===== config.mk =====
export PLATFORM = sky130hd
export DESIGN_NAME = nsr_core
export DESIGN_NICKNAME = d
export VERILOG_FILES = /design/src/rtl/nsr_pkg.sv /design/src/rtl/nsr_buf.sv /design/src/rtl/nsr_core.sv
export VERILOG_INCLUDE_DIRS = /design/src /design/src/rtl
export SDC_FILE = /design/constraint.sdc
export NUM_CORES = 2
export LEC_CHECK = 0
export ABC_CLOCK_PERIOD_IN_PS = 82100
export BUFFER_PORTS_ARGS = -buffer_cell sky130_fd_sc_hd__buf_2
export CAP_MARGIN = 20
export CORE_MARGIN = 2
export CORE_UTILIZATION = 33
export CTS_BUF_LIST = sky130_fd_sc_hd__clkbuf_4
export DETAILED_ROUTE_END_ITERATION = 16
export PLACE_DENSITY = 0.5
export SYNTH_ARGS = -nofsm -noshare
export SYNTH_HDL_FRONTEND = slang
export SYNTH_SLANG_ARGS = --single-unit

===== constraint.sdc =====
create_clock -name CORE_CLK_I -period 82.1 [get_ports CORE_CLK_I]
set_input_delay 4.105 -clock CORE_CLK_I [delete_from_list [all_inputs] [get_ports CORE_CLK_I]]
set_output_delay 4.105 -clock CORE_CLK_I [all_outputs]
set_load 0.05 [all_outputs]

===== src/rtl/nsr_consts.svh =====
/*
 Constants of the noise-shaping requantizer: widths, filter number
 ranges, center-frequency segment coefficients and reset values.
 Assumes it is included by its bare name before any use.
*/
// Notes on behaviour
// - requantizer has its own enable, independent of other functions.
// - separate short-word and long-word enables, each set by configuration.
// - active requantizer keeps 11 bits (short) or 12 bits (long).
// - quantization error is shaped so noise falls outside the chosen band.
// - 7-bit filter select field holds the filter number in plain binary.
// - filter number selects exactly one bandwidth and one center frequency.
// - short-word mode accepts filter numbers 0 through 41 only.
// - long-word mode accepts filter numbers 42 through 76 only.
// - short: 0-20 give 22 percent band, 21-41 give 25 percent band.
// - long: 42-62 give 25 percent band, 63-76 give 29 percent band.
// - disabled requantizer forwards samples unchanged.
// - a configuration bit clears the shaping state on overload.
`ifndef NSR_CONSTS_SVH
`define NSR_CONSTS_SVH

`define NSR_IN_W        16
`define NSR_SHORT_W     11
`define NSR_LONG_W      12
`define NSR_FSEL_W      7
`define NSR_BUF_DEPTH   2

// filter number segment bounds
`define NSR_S22_LO      7'h00
`define NSR_S22_HI      7'h14
`define NSR_S25_LO      7'h15
`define NSR_S25_HI      7'h29
`define NSR_L25_LO      7'h2A
`define NSR_L25_HI      7'h3E
`define NSR_L29_LO      7'h3F
`define NSR_L29_HI      7'h4C

// center / fs in Q16: base and step per filter number
`define NSR_B22_Q16     32'sd7864
`define NSR_T22_Q16     32'sd852
`define NSR_B25_Q16     32'sd8192
`define NSR_T25_Q16     32'sd819
`define NSR_B29_Q16     32'sd9830
`define NSR_T29_Q16     32'sd1092
`define NSR_QUARTER_Q16 32'sd16384
// two pi in Q12
`define NSR_TWO_PI_Q12  32'sd25736

// band width in percent of sample rate
`define NSR_BW22        5'h16
`define NSR_BW25        5'h19
`define NSR_BW29        5'h1D

// overload threshold, 0.9 of full scale in Q16
`define NSR_OVL_Q16     32'sd58982
`define NSR_COEF_FRAC   14

// reset values
`define NSR_COEF_RST    18'h00000
`define NSR_CENTER_RST  16'h0000
`define NSR_BW_RST      5'h00

`endif


===== src/rtl/nsr_pkg.sv =====
/*
 Types of the noise-shaping requantizer: mode enumeration and the
 packed carrier of one output sample.
 Assumes nsr_consts.svh sits in the include path.
*/
`include "nsr_consts.svh"
`default_nettype none

package nsr_pkg;

   typedef enum logic [1:0] {
      NSR_BYPASS = 2'b00,
      NSR_SHORT  = 2'b01,
      NSR_LONG   = 2'b10,
      NSR_BAD    = 2'b11
   } nsr_mode_type;

   typedef struct packed {
      logic [`NSR_IN_W-1:0] data;
      logic                 clipped;
   } nsr_sample_type;

endpackage

`default_nettype wire


===== src/rtl/nsr_buf.sv =====
/*
 Small synchronous FIFO with valid and ready on both sides, used in the
 sample path so a receiver stall loses no word.
 Assumes one clock and a synchronous active-high reset.
*/
`default_nettype none

module nsr_buf #(
   parameter int W     = 8,
   parameter int DEPTH = 2
) (
   input  wire logic         clk_i,
   input  wire logic         rst_i,
   input  wire logic         in_valid_i,
   input  wire logic [W-1:0] in_data_i,
   output logic              in_ready_o,
   output logic              out_valid_o,
   output logic [W-1:0]      out_data_o,
   input  wire logic         out_ready_i
);
   localparam int AW = (DEPTH > 1) ? $clog2(DEPTH) : 1;
   localparam logic [AW:0] FULL = (AW+1)'(DEPTH);

   logic [W-1:0] mem [DEPTH];
   logic [AW-1:0] wr_ptr, rd_ptr, next_wr_ptr, next_rd_ptr;
   logic [AW:0]   count, next_count;
   logic          push, pop;

   // handshakes straight from the fill level
   assign in_ready_o  = (count != FULL);
   assign out_valid_o = (count != '0);
   assign out_data_o  = mem[rd_ptr];
   assign push        = in_valid_i & in_ready_o;
   assign pop         = out_valid_o & out_ready_i;

   // pointer and level update
   always_comb begin
      next_wr_ptr = wr_ptr;
      next_rd_ptr = rd_ptr;
      next_count  = count;
      if (push) begin
         next_wr_ptr = (wr_ptr == AW'(DEPTH-1)) ? '0 : AW'(wr_ptr + 1'b1);
      end
      if (pop) begin
         next_rd_ptr = (rd_ptr == AW'(DEPTH-1)) ? '0 : AW'(rd_ptr + 1'b1);
      end
      if (push && !pop) begin
         next_count = (AW+1)'(count + 1'b1);
      end else if (pop && !push) begin
         next_count = (AW+1)'(count - 1'b1);
      end
   end

   always_ff @(posedge clk_i) begin
      if (rst_i) begin
         wr_ptr <= '0;
         rd_ptr <= '0;
         count  <= '0;
      end else begin
         wr_ptr <= next_wr_ptr;
         rd_ptr <= next_rd_ptr;
         count  <= next_count;
      end
   end

   // storage needs no reset, its content is only read while valid
   always_ff @(posedge clk_i) begin
      if (push) begin
         mem[wr_ptr] <= in_data_i;
      end
   end

endmodule

`default_nettype wire


===== src/rtl/nsr_core.sv =====
/*
 Noise-shaping requantizer: second-order error feedback whose notch is
 placed at the center of the selected band, with bypass, range check,
 overload detection and a two-entry output buffer.
 Assumes samples and configuration come from logic on CORE_CLK_I.
*/
`include "nsr_consts.svh"
`default_nettype none

module nsr_core #(
   parameter int IN_W = `NSR_IN_W
) (
   input  wire logic                   CORE_CLK_I,
   input  wire logic                   RST_I,
   input  wire logic                   POST_PROCESSING_OPTIONS_EN_I,
   input  wire logic                   SHORT_WORD_EN_I,
   input  wire logic                   LONG_WORD_EN_I,
   input  wire logic [`NSR_FSEL_W-1:0] FILTER_SEL_I,
   input  wire logic                   RESET_ON_OVERLOAD_I,
   input  wire logic                   IN_VALID_I,
   input  wire logic [IN_W-1:0]        IN_DATA_I,
   output logic                        IN_READY_O,
   output logic                        OUT_VALID_O,
   output logic [IN_W-1:0]             OUT_DATA_O,
   output logic                        OUT_CLIPPED_O,
   input  wire logic                   OUT_READY_I,
   output nsr_pkg::nsr_mode_type       MODE_O,
   output logic [4:0]                  BAND_PCT_O,
   output logic [15:0]                 CENTER_O,
   output logic                        CONFIG_ERR_O,
   output logic                        OVERLOAD_O
);
   localparam int VW = IN_W + 4;
   localparam int CW = 18;

   // filter number to center / fs in Q16
   function automatic logic signed [31:0] center_of(
      input logic [`NSR_FSEL_W-1:0] n);
      logic signed [31:0] k;
      k = 32'(n);
      if (n <= `NSR_S22_HI) begin
         center_of = `NSR_B22_Q16 + `NSR_T22_Q16 * k;
      end else if (n <= `NSR_S25_HI) begin
         center_of = `NSR_B25_Q16 + `NSR_T25_Q16 * (k - 32'sd21);
      end else if (n <= `NSR_L25_HI) begin
         center_of = `NSR_B25_Q16 + `NSR_T25_Q16 * (k - 32'sd42);
      end else begin
         center_of = `NSR_B29_Q16 + `NSR_T29_Q16 * (k - 32'sd63);
      end
   endfunction

   // filter number to band width in percent
   function automatic logic [4:0] band_of(
      input logic [`NSR_FSEL_W-1:0] n);
      if (n <= `NSR_S22_HI) begin
         band_of = `NSR_BW22;
      end else if (n <= `NSR_L25_HI) begin
         band_of = `NSR_BW25;
      end else begin
         band_of = `NSR_BW29;
      end
   endfunction

   // notch coefficient 2cos(2 pi f) in Q14, via -2 sin of the offset
   // from fs/4; the cubic term is enough over the 0.12..0.38 span
   function automatic logic signed [CW-1:0] coef_of(
      input logic signed [31:0] f_q16);
      logic signed [31:0] u;
      logic signed [31:0] x;
      logic signed [63:0] x3;
      logic signed [31:0] s;
      u  = f_q16 - `NSR_QUARTER_Q16;
      x  = (u * `NSR_TWO_PI_Q12) >>> 12;
      x3 = 64'(x) * 64'(x) * 64'(x);
      s  = x - 32'(x3 / 64'sd25769803776);
      coef_of = CW'(-(s >>> 1));
   endfunction

   nsr_pkg::nsr_mode_type mode, next_mode;
   logic signed [CW-1:0]  coef, next_coef;
   logic [4:0]            band, next_band;
   logic [15:0]           center, next_center;
   logic                  cfg_err, next_cfg_err;
   logic signed [VW-1:0]  e1, e2, next_e1, next_e2;
   logic                  ovl, next_ovl;

   logic                  fsel_ok;
   logic                  take;
   logic                  buf_ready;
   nsr_pkg::nsr_sample_type shaped, buf_out;

   // configuration decode, registered so the coefficient math is off
   // the sample path; a mode change costs one sample of old settings
   always_comb begin
      next_mode    = nsr_pkg::NSR_BYPASS;
      fsel_ok      = 1'b0;
      if (POST_PROCESSING_OPTIONS_EN_I) begin
         if (SHORT_WORD_EN_I && LONG_WORD_EN_I) begin
            next_mode = nsr_pkg::NSR_BAD;
         end else if (SHORT_WORD_EN_I) begin
            next_mode = nsr_pkg::NSR_SHORT;
         end else if (LONG_WORD_EN_I) begin
            next_mode = nsr_pkg::NSR_LONG;
         end
      end
      case (next_mode)
         nsr_pkg::NSR_SHORT: fsel_ok = FILTER_SEL_I <= `NSR_S25_HI;
         nsr_pkg::NSR_LONG:  fsel_ok = (FILTER_SEL_I >= `NSR_L25_LO) &&
                                       (FILTER_SEL_I <= `NSR_L29_HI);
         nsr_pkg::NSR_BYPASS: fsel_ok = 1'b1;
         default:            fsel_ok = 1'b0;
      endcase
      next_cfg_err = !fsel_ok;
      next_center  = 16'(center_of(FILTER_SEL_I));
      next_band    = band_of(FILTER_SEL_I);
      next_coef    = coef_of(center_of(FILTER_SEL_I));
   end

   always_ff @(posedge CORE_CLK_I) begin
      if (RST_I) begin
         mode    <= nsr_pkg::NSR_BYPASS;
         coef    <= `NSR_COEF_RST;
         band    <= `NSR_BW_RST;
         center  <= `NSR_CENTER_RST;
         cfg_err <= 1'b0;
      end else begin
         mode    <= next_mode;
         coef    <= next_coef;
         band    <= next_band;
         center  <= next_center;
         cfg_err <= next_cfg_err;
      end
   end

   // error-feedback requantizer, noise transfer 1 - c z^-1 + z^-2
   always_comb begin
      logic signed [VW-1:0]    x;
      logic signed [CW+VW-1:0] prod;
      logic signed [VW-1:0]    v;
      logic signed [VW-1:0]    q;
      logic signed [VW-1:0]    y;
      logic signed [VW-1:0]    e;
      logic signed [VW-1:0]    half;
      logic signed [VW-1:0]    mask;
      logic signed [VW-1:0]    vmax;
      logic signed [VW-1:0]    vmin;
      logic signed [VW-1:0]    thr;
      logic                    clip;
      logic                    big;
      int                      drop;
      x    = VW'(signed'(IN_DATA_I));
      prod = (CW+VW)'(coef) * (CW+VW)'(e1);
      v    = x - VW'(prod >>> `NSR_COEF_FRAC) + e2;
      drop = (mode == nsr_pkg::NSR_SHORT) ? IN_W - `NSR_SHORT_W
                                          : IN_W - `NSR_LONG_W;
      half = VW'(1) <<< (drop - 1);
      mask = ~((VW'(1) <<< drop) - VW'(1));
      vmax = (VW'(1) <<< (IN_W - 1)) - (VW'(1) <<< drop);
      vmin = -(VW'(1) <<< (IN_W - 1));
      q    = (v + half) & mask;
      clip = 1'b0;
      y    = q;
      if (q > vmax) begin
         y    = vmax;
         clip = 1'b1;
      end else if (q < vmin) begin
         y    = vmin;
         clip = 1'b1;
      end
      e = y - v;
      // clamp so a clipped sample cannot wind up the feedback
      if (e > half) begin
         e = half;
      end else if (e < -half) begin
         e = -half;
      end
      thr  = VW'((64'sd1 <<< (IN_W - 1)) * 64'(`NSR_OVL_Q16) >>> 16);
      big  = (x > thr) || (x < -thr);
      next_e1  = e1;
      next_e2  = e2;
      next_ovl = 1'b0;
      shaped.data    = IN_DATA_I;
      shaped.clipped = 1'b0;
      if (mode == nsr_pkg::NSR_SHORT || mode == nsr_pkg::NSR_LONG) begin
         shaped.data    = IN_W'(y);
         shaped.clipped = clip;
         if (take) begin
            next_ovl = clip | big;
            next_e1  = e;
            next_e2  = e1;
            if (RESET_ON_OVERLOAD_I && (clip || big)) begin
               next_e1 = '0;
               next_e2 = '0;
            end
         end
      end else begin
         next_e1 = '0;
         next_e2 = '0;
      end
   end

   always_ff @(posedge CORE_CLK_I) begin
      if (RST_I) begin
         e1  <= '0;
         e2  <= '0;
         ovl <= 1'b0;
      end else begin
         e1  <= next_e1;
         e2  <= next_e2;
         ovl <= next_ovl;
      end
   end

   // one sample per clock while the buffer has room
   assign take = IN_VALID_I & buf_ready;

   nsr_buf #(
      .W     ($bits(nsr_pkg::nsr_sample_type)),
      .DEPTH (`NSR_BUF_DEPTH)
   ) u_buf (
      .clk_i       (CORE_CLK_I),
      .rst_i       (RST_I),
      .in_valid_i  (IN_VALID_I),
      .in_data_i   (shaped),
      .in_ready_o  (buf_ready),
      .out_valid_o (OUT_VALID_O),
      .out_data_o  (buf_out),
      .out_ready_i (OUT_READY_I)
   );

   // status and stream outputs
   assign IN_READY_O    = buf_ready;
   assign OUT_DATA_O    = buf_out.data;
   assign OUT_CLIPPED_O = buf_out.clipped;
   assign MODE_O        = mode;
   assign BAND_PCT_O    = band;
   assign CENTER_O      = center;
   assign CONFIG_ERR_O  = cfg_err;
   assign OVERLOAD_O    = ovl;

endmodule

`default_nettype wire


==> flow_summary_export.csv <==
group,metric,value,unit
status,status,"completed",
global_routing,use_met3,1.59,%
synthesis,synth_top_family_by_area,"adder cells",
timing,fmax,22.1,MHz
global_routing,use_met1,26.2,%
synthesis,synthesis.area,0.0723,mm²
global_routing,antenna_found_initial,3,
cts,cts_buffer_depth,2,
cells_and_area,final-seq-area,0.00276,mm²
synthesis,synth_cells,8343,
cts,clk_pin_slew,0.14,ns
worst_setup_path,critPathMaxStageDelay,0.83,ns
timing,slew_violations,0,
cells_and_area,multi_input_area,0.0615,mm²
place,place_hpwl,176,mm
die,coreArea,0.217,mm²
worst_setup_path,worstSetupStartpointType,"input pin",
synthesis,synth_adder_area_share,55.4,%
cells_and_area,syn2layout_area_growth,6.08,%
worst_hold_path,hold-path-cell-count,2,
cts,htree_levels,4,
die,start_util,33.3,%
worst_setup_path,path_depth,165,
worst_setup_path,crit_type,"input pin to register",
route,drc,0,
die,dieArea,0.223,mm²
worst_setup_path,endpoint_kind,"register",
synthesis,async_flop_share,0,%
timing,worst_slew_pin_slew,1.17,ns
cts,cts_sinks,121,
cts,insertion_delay,0.60,ns
die,die_h,472,µm
route,initialDrtViolationCount,3290,
place,finalWeightedCongestion,0.896,
worst_setup_path,arrival,45.74,ns
synthesis,synth_nets,10620,
timing,tns,0,ns
route,vias_per_cell,4.95,
synthesis,synth-seq-cells,121,
worst_setup_path,cp.buffers_inverters,22,
synthesis,synth_mux_area_share,0.751,%
route,wl_per_cell,19.2,µm
worst_setup_path,cp_top_family,"compound AO/OA/AOI/OAI gates",
cells_and_area,fill_cells,22661,
cts,cts_resized,0,
place,port_buffers,74,
worst_setup_path,crit_slowest_cell,"fa_1",
worst_setup_path,required,82.62,ns
cells_and_area,stdcell_area,0.0767,mm²
die,ios,75,
cells_and_area,nets,10532,
cts,cts_setup_buffers,0,
global_routing,use_met2,34.6,%
die,fp-row-count,171,
route,ant_nets,0,
synthesis,yosysWarnings,0,
global_routing,grt_max_degree,57,
timing,rsz0062_at_grt,"false",
global_routing,grt_usage,19.8,%
cts,cts_tree,"built",
timing,fin_crit_sh,55.1,%
route,wl,214,mm
cells_and_area,drive_above_1_share,5.24,%
worst_setup_path,critPathMaxFanout,26,
timing,hold_viol,0,
synthesis,synth_compound_gate_area_share,9.02,%
synthesis,synth_xor_area_share,5.24,%
timing,maxSlewHeadroom,21.8,%
synthesis,synth_cell_types,120,
synthesis,synth_edf_count,34,
route,dr_total_vias,55031,
worst_hold_path,holdCritPathClass,"register to register",
global_routing,grt_pass1_vias,59843,
timing,worst_clock_skew,0.0342,ns
global_routing,grt_overflow,0,
synthesis,synth_simple_gate_area_share,14.1,%
synthesis,avgSynthCellArea,8.67,µm²
cts,hold_buffers,0,
cts,cts_made_buffers,17,
die,die_w,472,µm
flow_run,maxCapViolations,0,
place,place_area,0.0764,mm²
timing,period_needed,45.22,ns
global_routing,grt_first_pass_wirelength,345,mm
timing,setup_viol,0,
worst_setup_path,ff2ff_path_depth,83,
synthesis,synthFlopType,"dfxtp_1",
synthesis,seq_area_frac_synth,3.82,%
global_routing,gr-max-usage-layer,"met2",
cts,cts-root-buf,"clkbuf_4",
route,drt_pre_antenna_iters,6,
==> Yosys cell counts (34+ instances only) <==
master       n  area, µm²
nor3_1      76        380
edfxtp_1    34       1020
nand2b_1    66        413
o21bai_1    67        503
o211ai_1    41        308
fa_1      1593      31900
a21oi_1    278       1390
and2_1     160       1000
a22oi_1     35        263
or2_2       39        244
clkbuf_1   287       1080
xor2_1     125       1090
nor2b_1     39        244
o21ai_0    167        836
inv_1     1868       7010
o21a_1      47        353
nor2_1     708       2660
nand4_1     38        238
xnor2_1    308       2700
nand2_1    966       3630
a21o_1      80        601
dfxtp_1     87       1740
nand3_1     54        270
ha_1       653       8170
==> cell usage in the layout (no fill, tap or decap), types with 76 or more instances in the layout <==
master / Yosys / layout
inv_1: 1868 / 1866
fa_1: 1593 / 1593
nand2_1: 966 / 966
nor2_1: 708 / 706
ha_1: 653 / 653
xnor2_1: 308 / 295
a21oi_1: 278 / 277
o21ai_0: 167 / 167
and2_1: 160 / 160
buf_4: 4 / 153
xor2_1: 125 / 110
dfxtp_1: 87 / 87
a21o_1: 80 / 80
nor3_1: 76 / 76
==> registers in the layout, indices dropped and copies added, names as in the netlist, named ones only <==
name / flops
coef: 18
e2: 20
e1: 20
u_buf.rd_ptr: 1
CENTER_O: 16
u_buf.mem: 34
u_buf.wr_ptr: 1
u_buf.count: 2
MODE_O: 2
BAND_PCT_O: 4
CONFIG_ERR_O: 1
OVERLOAD_O: 1
==> worst register-to-register path, delay by kind of cell, from the launching register on <==
family | cells | cell delay (ns)
simple gates | 22 | 2.70
buf+inv | 4 | 0.23
flops | 1 | 0.98
xor+xnor | 10 | 2.17
compound gates | 36 | 6.90
fa+ha+maj | 11 | 4.59
==> stage by stage <==
stage / cells / hold WS [ns] / utilization (%) / worst slack [ns]
detailed placement: 11087 / 0.492 / 35.1 / 36.36
floorplan: 8343 / 0.467 / - / 43.44
CTS: 11119 / 0.527 / 35.3 / 36.93
global route: 11123 / 0.566 / 35.3 / 33.17
finish: 11123 / 0.524 / 35.3 / 36.88
global placement: 11086 / 0.483 / 35.1 / 36.69
==> area by class of cell <==
type                       instances  area share (%)
antenna                            1         0.00326
timing repair buffer             229            2.02
multi-input combinational       6004            80.1
clock buffer                      17           0.166
sequential                       121            3.60
tap                             2854            4.66
clock inverter                    15           0.235
inverter                        1882            9.21
==> cells by family (layout without fill, tap and decap cells) <==
family                     count (synthesis)  in the layout
AOI/OAI and AO/OA                        981            981
xor gates and xnor gates                 433            433
adders and majority gates               2248           2248
buffers and inverters                   2218           2143
DFF                                      121            121
muxes                                     49             49
other                                      1              2
and+or+nand+nor                         2292           2292
==> final timing paths <==
kind | startpoint | end | slack [ns]
setup / recovery | FILTER_SEL_I[0] | coef[17]$_SDFF_PP0_ | 36.88
hold / removal | u_buf.rd_ptr$_SDFFE_PP0P_ | u_buf.rd_ptr$_SDFFE_PP0P_ | 0.52
setup reg to reg | e1[4]$_SDFFE_PP0P_ | e1[4]$_SDFFE_PP0P_ | 64.42
hold reg to reg | u_buf.rd_ptr$_SDFFE_PP0P_ | u_buf.rd_ptr$_SDFFE_PP0P_ | 0.52
==> metal layers <==
layer / up-vias / wire, µm
li1: 25295 / -
met1: 28303 / 93400
met2: 1200 / 105000
met3: 231 / 9170
met4: 2 / 6450
met5: - / 13
Power is left out: the tool's default activity adds up to more than one toggle a clock period on the data nets, which glitch-free logic cannot reach.
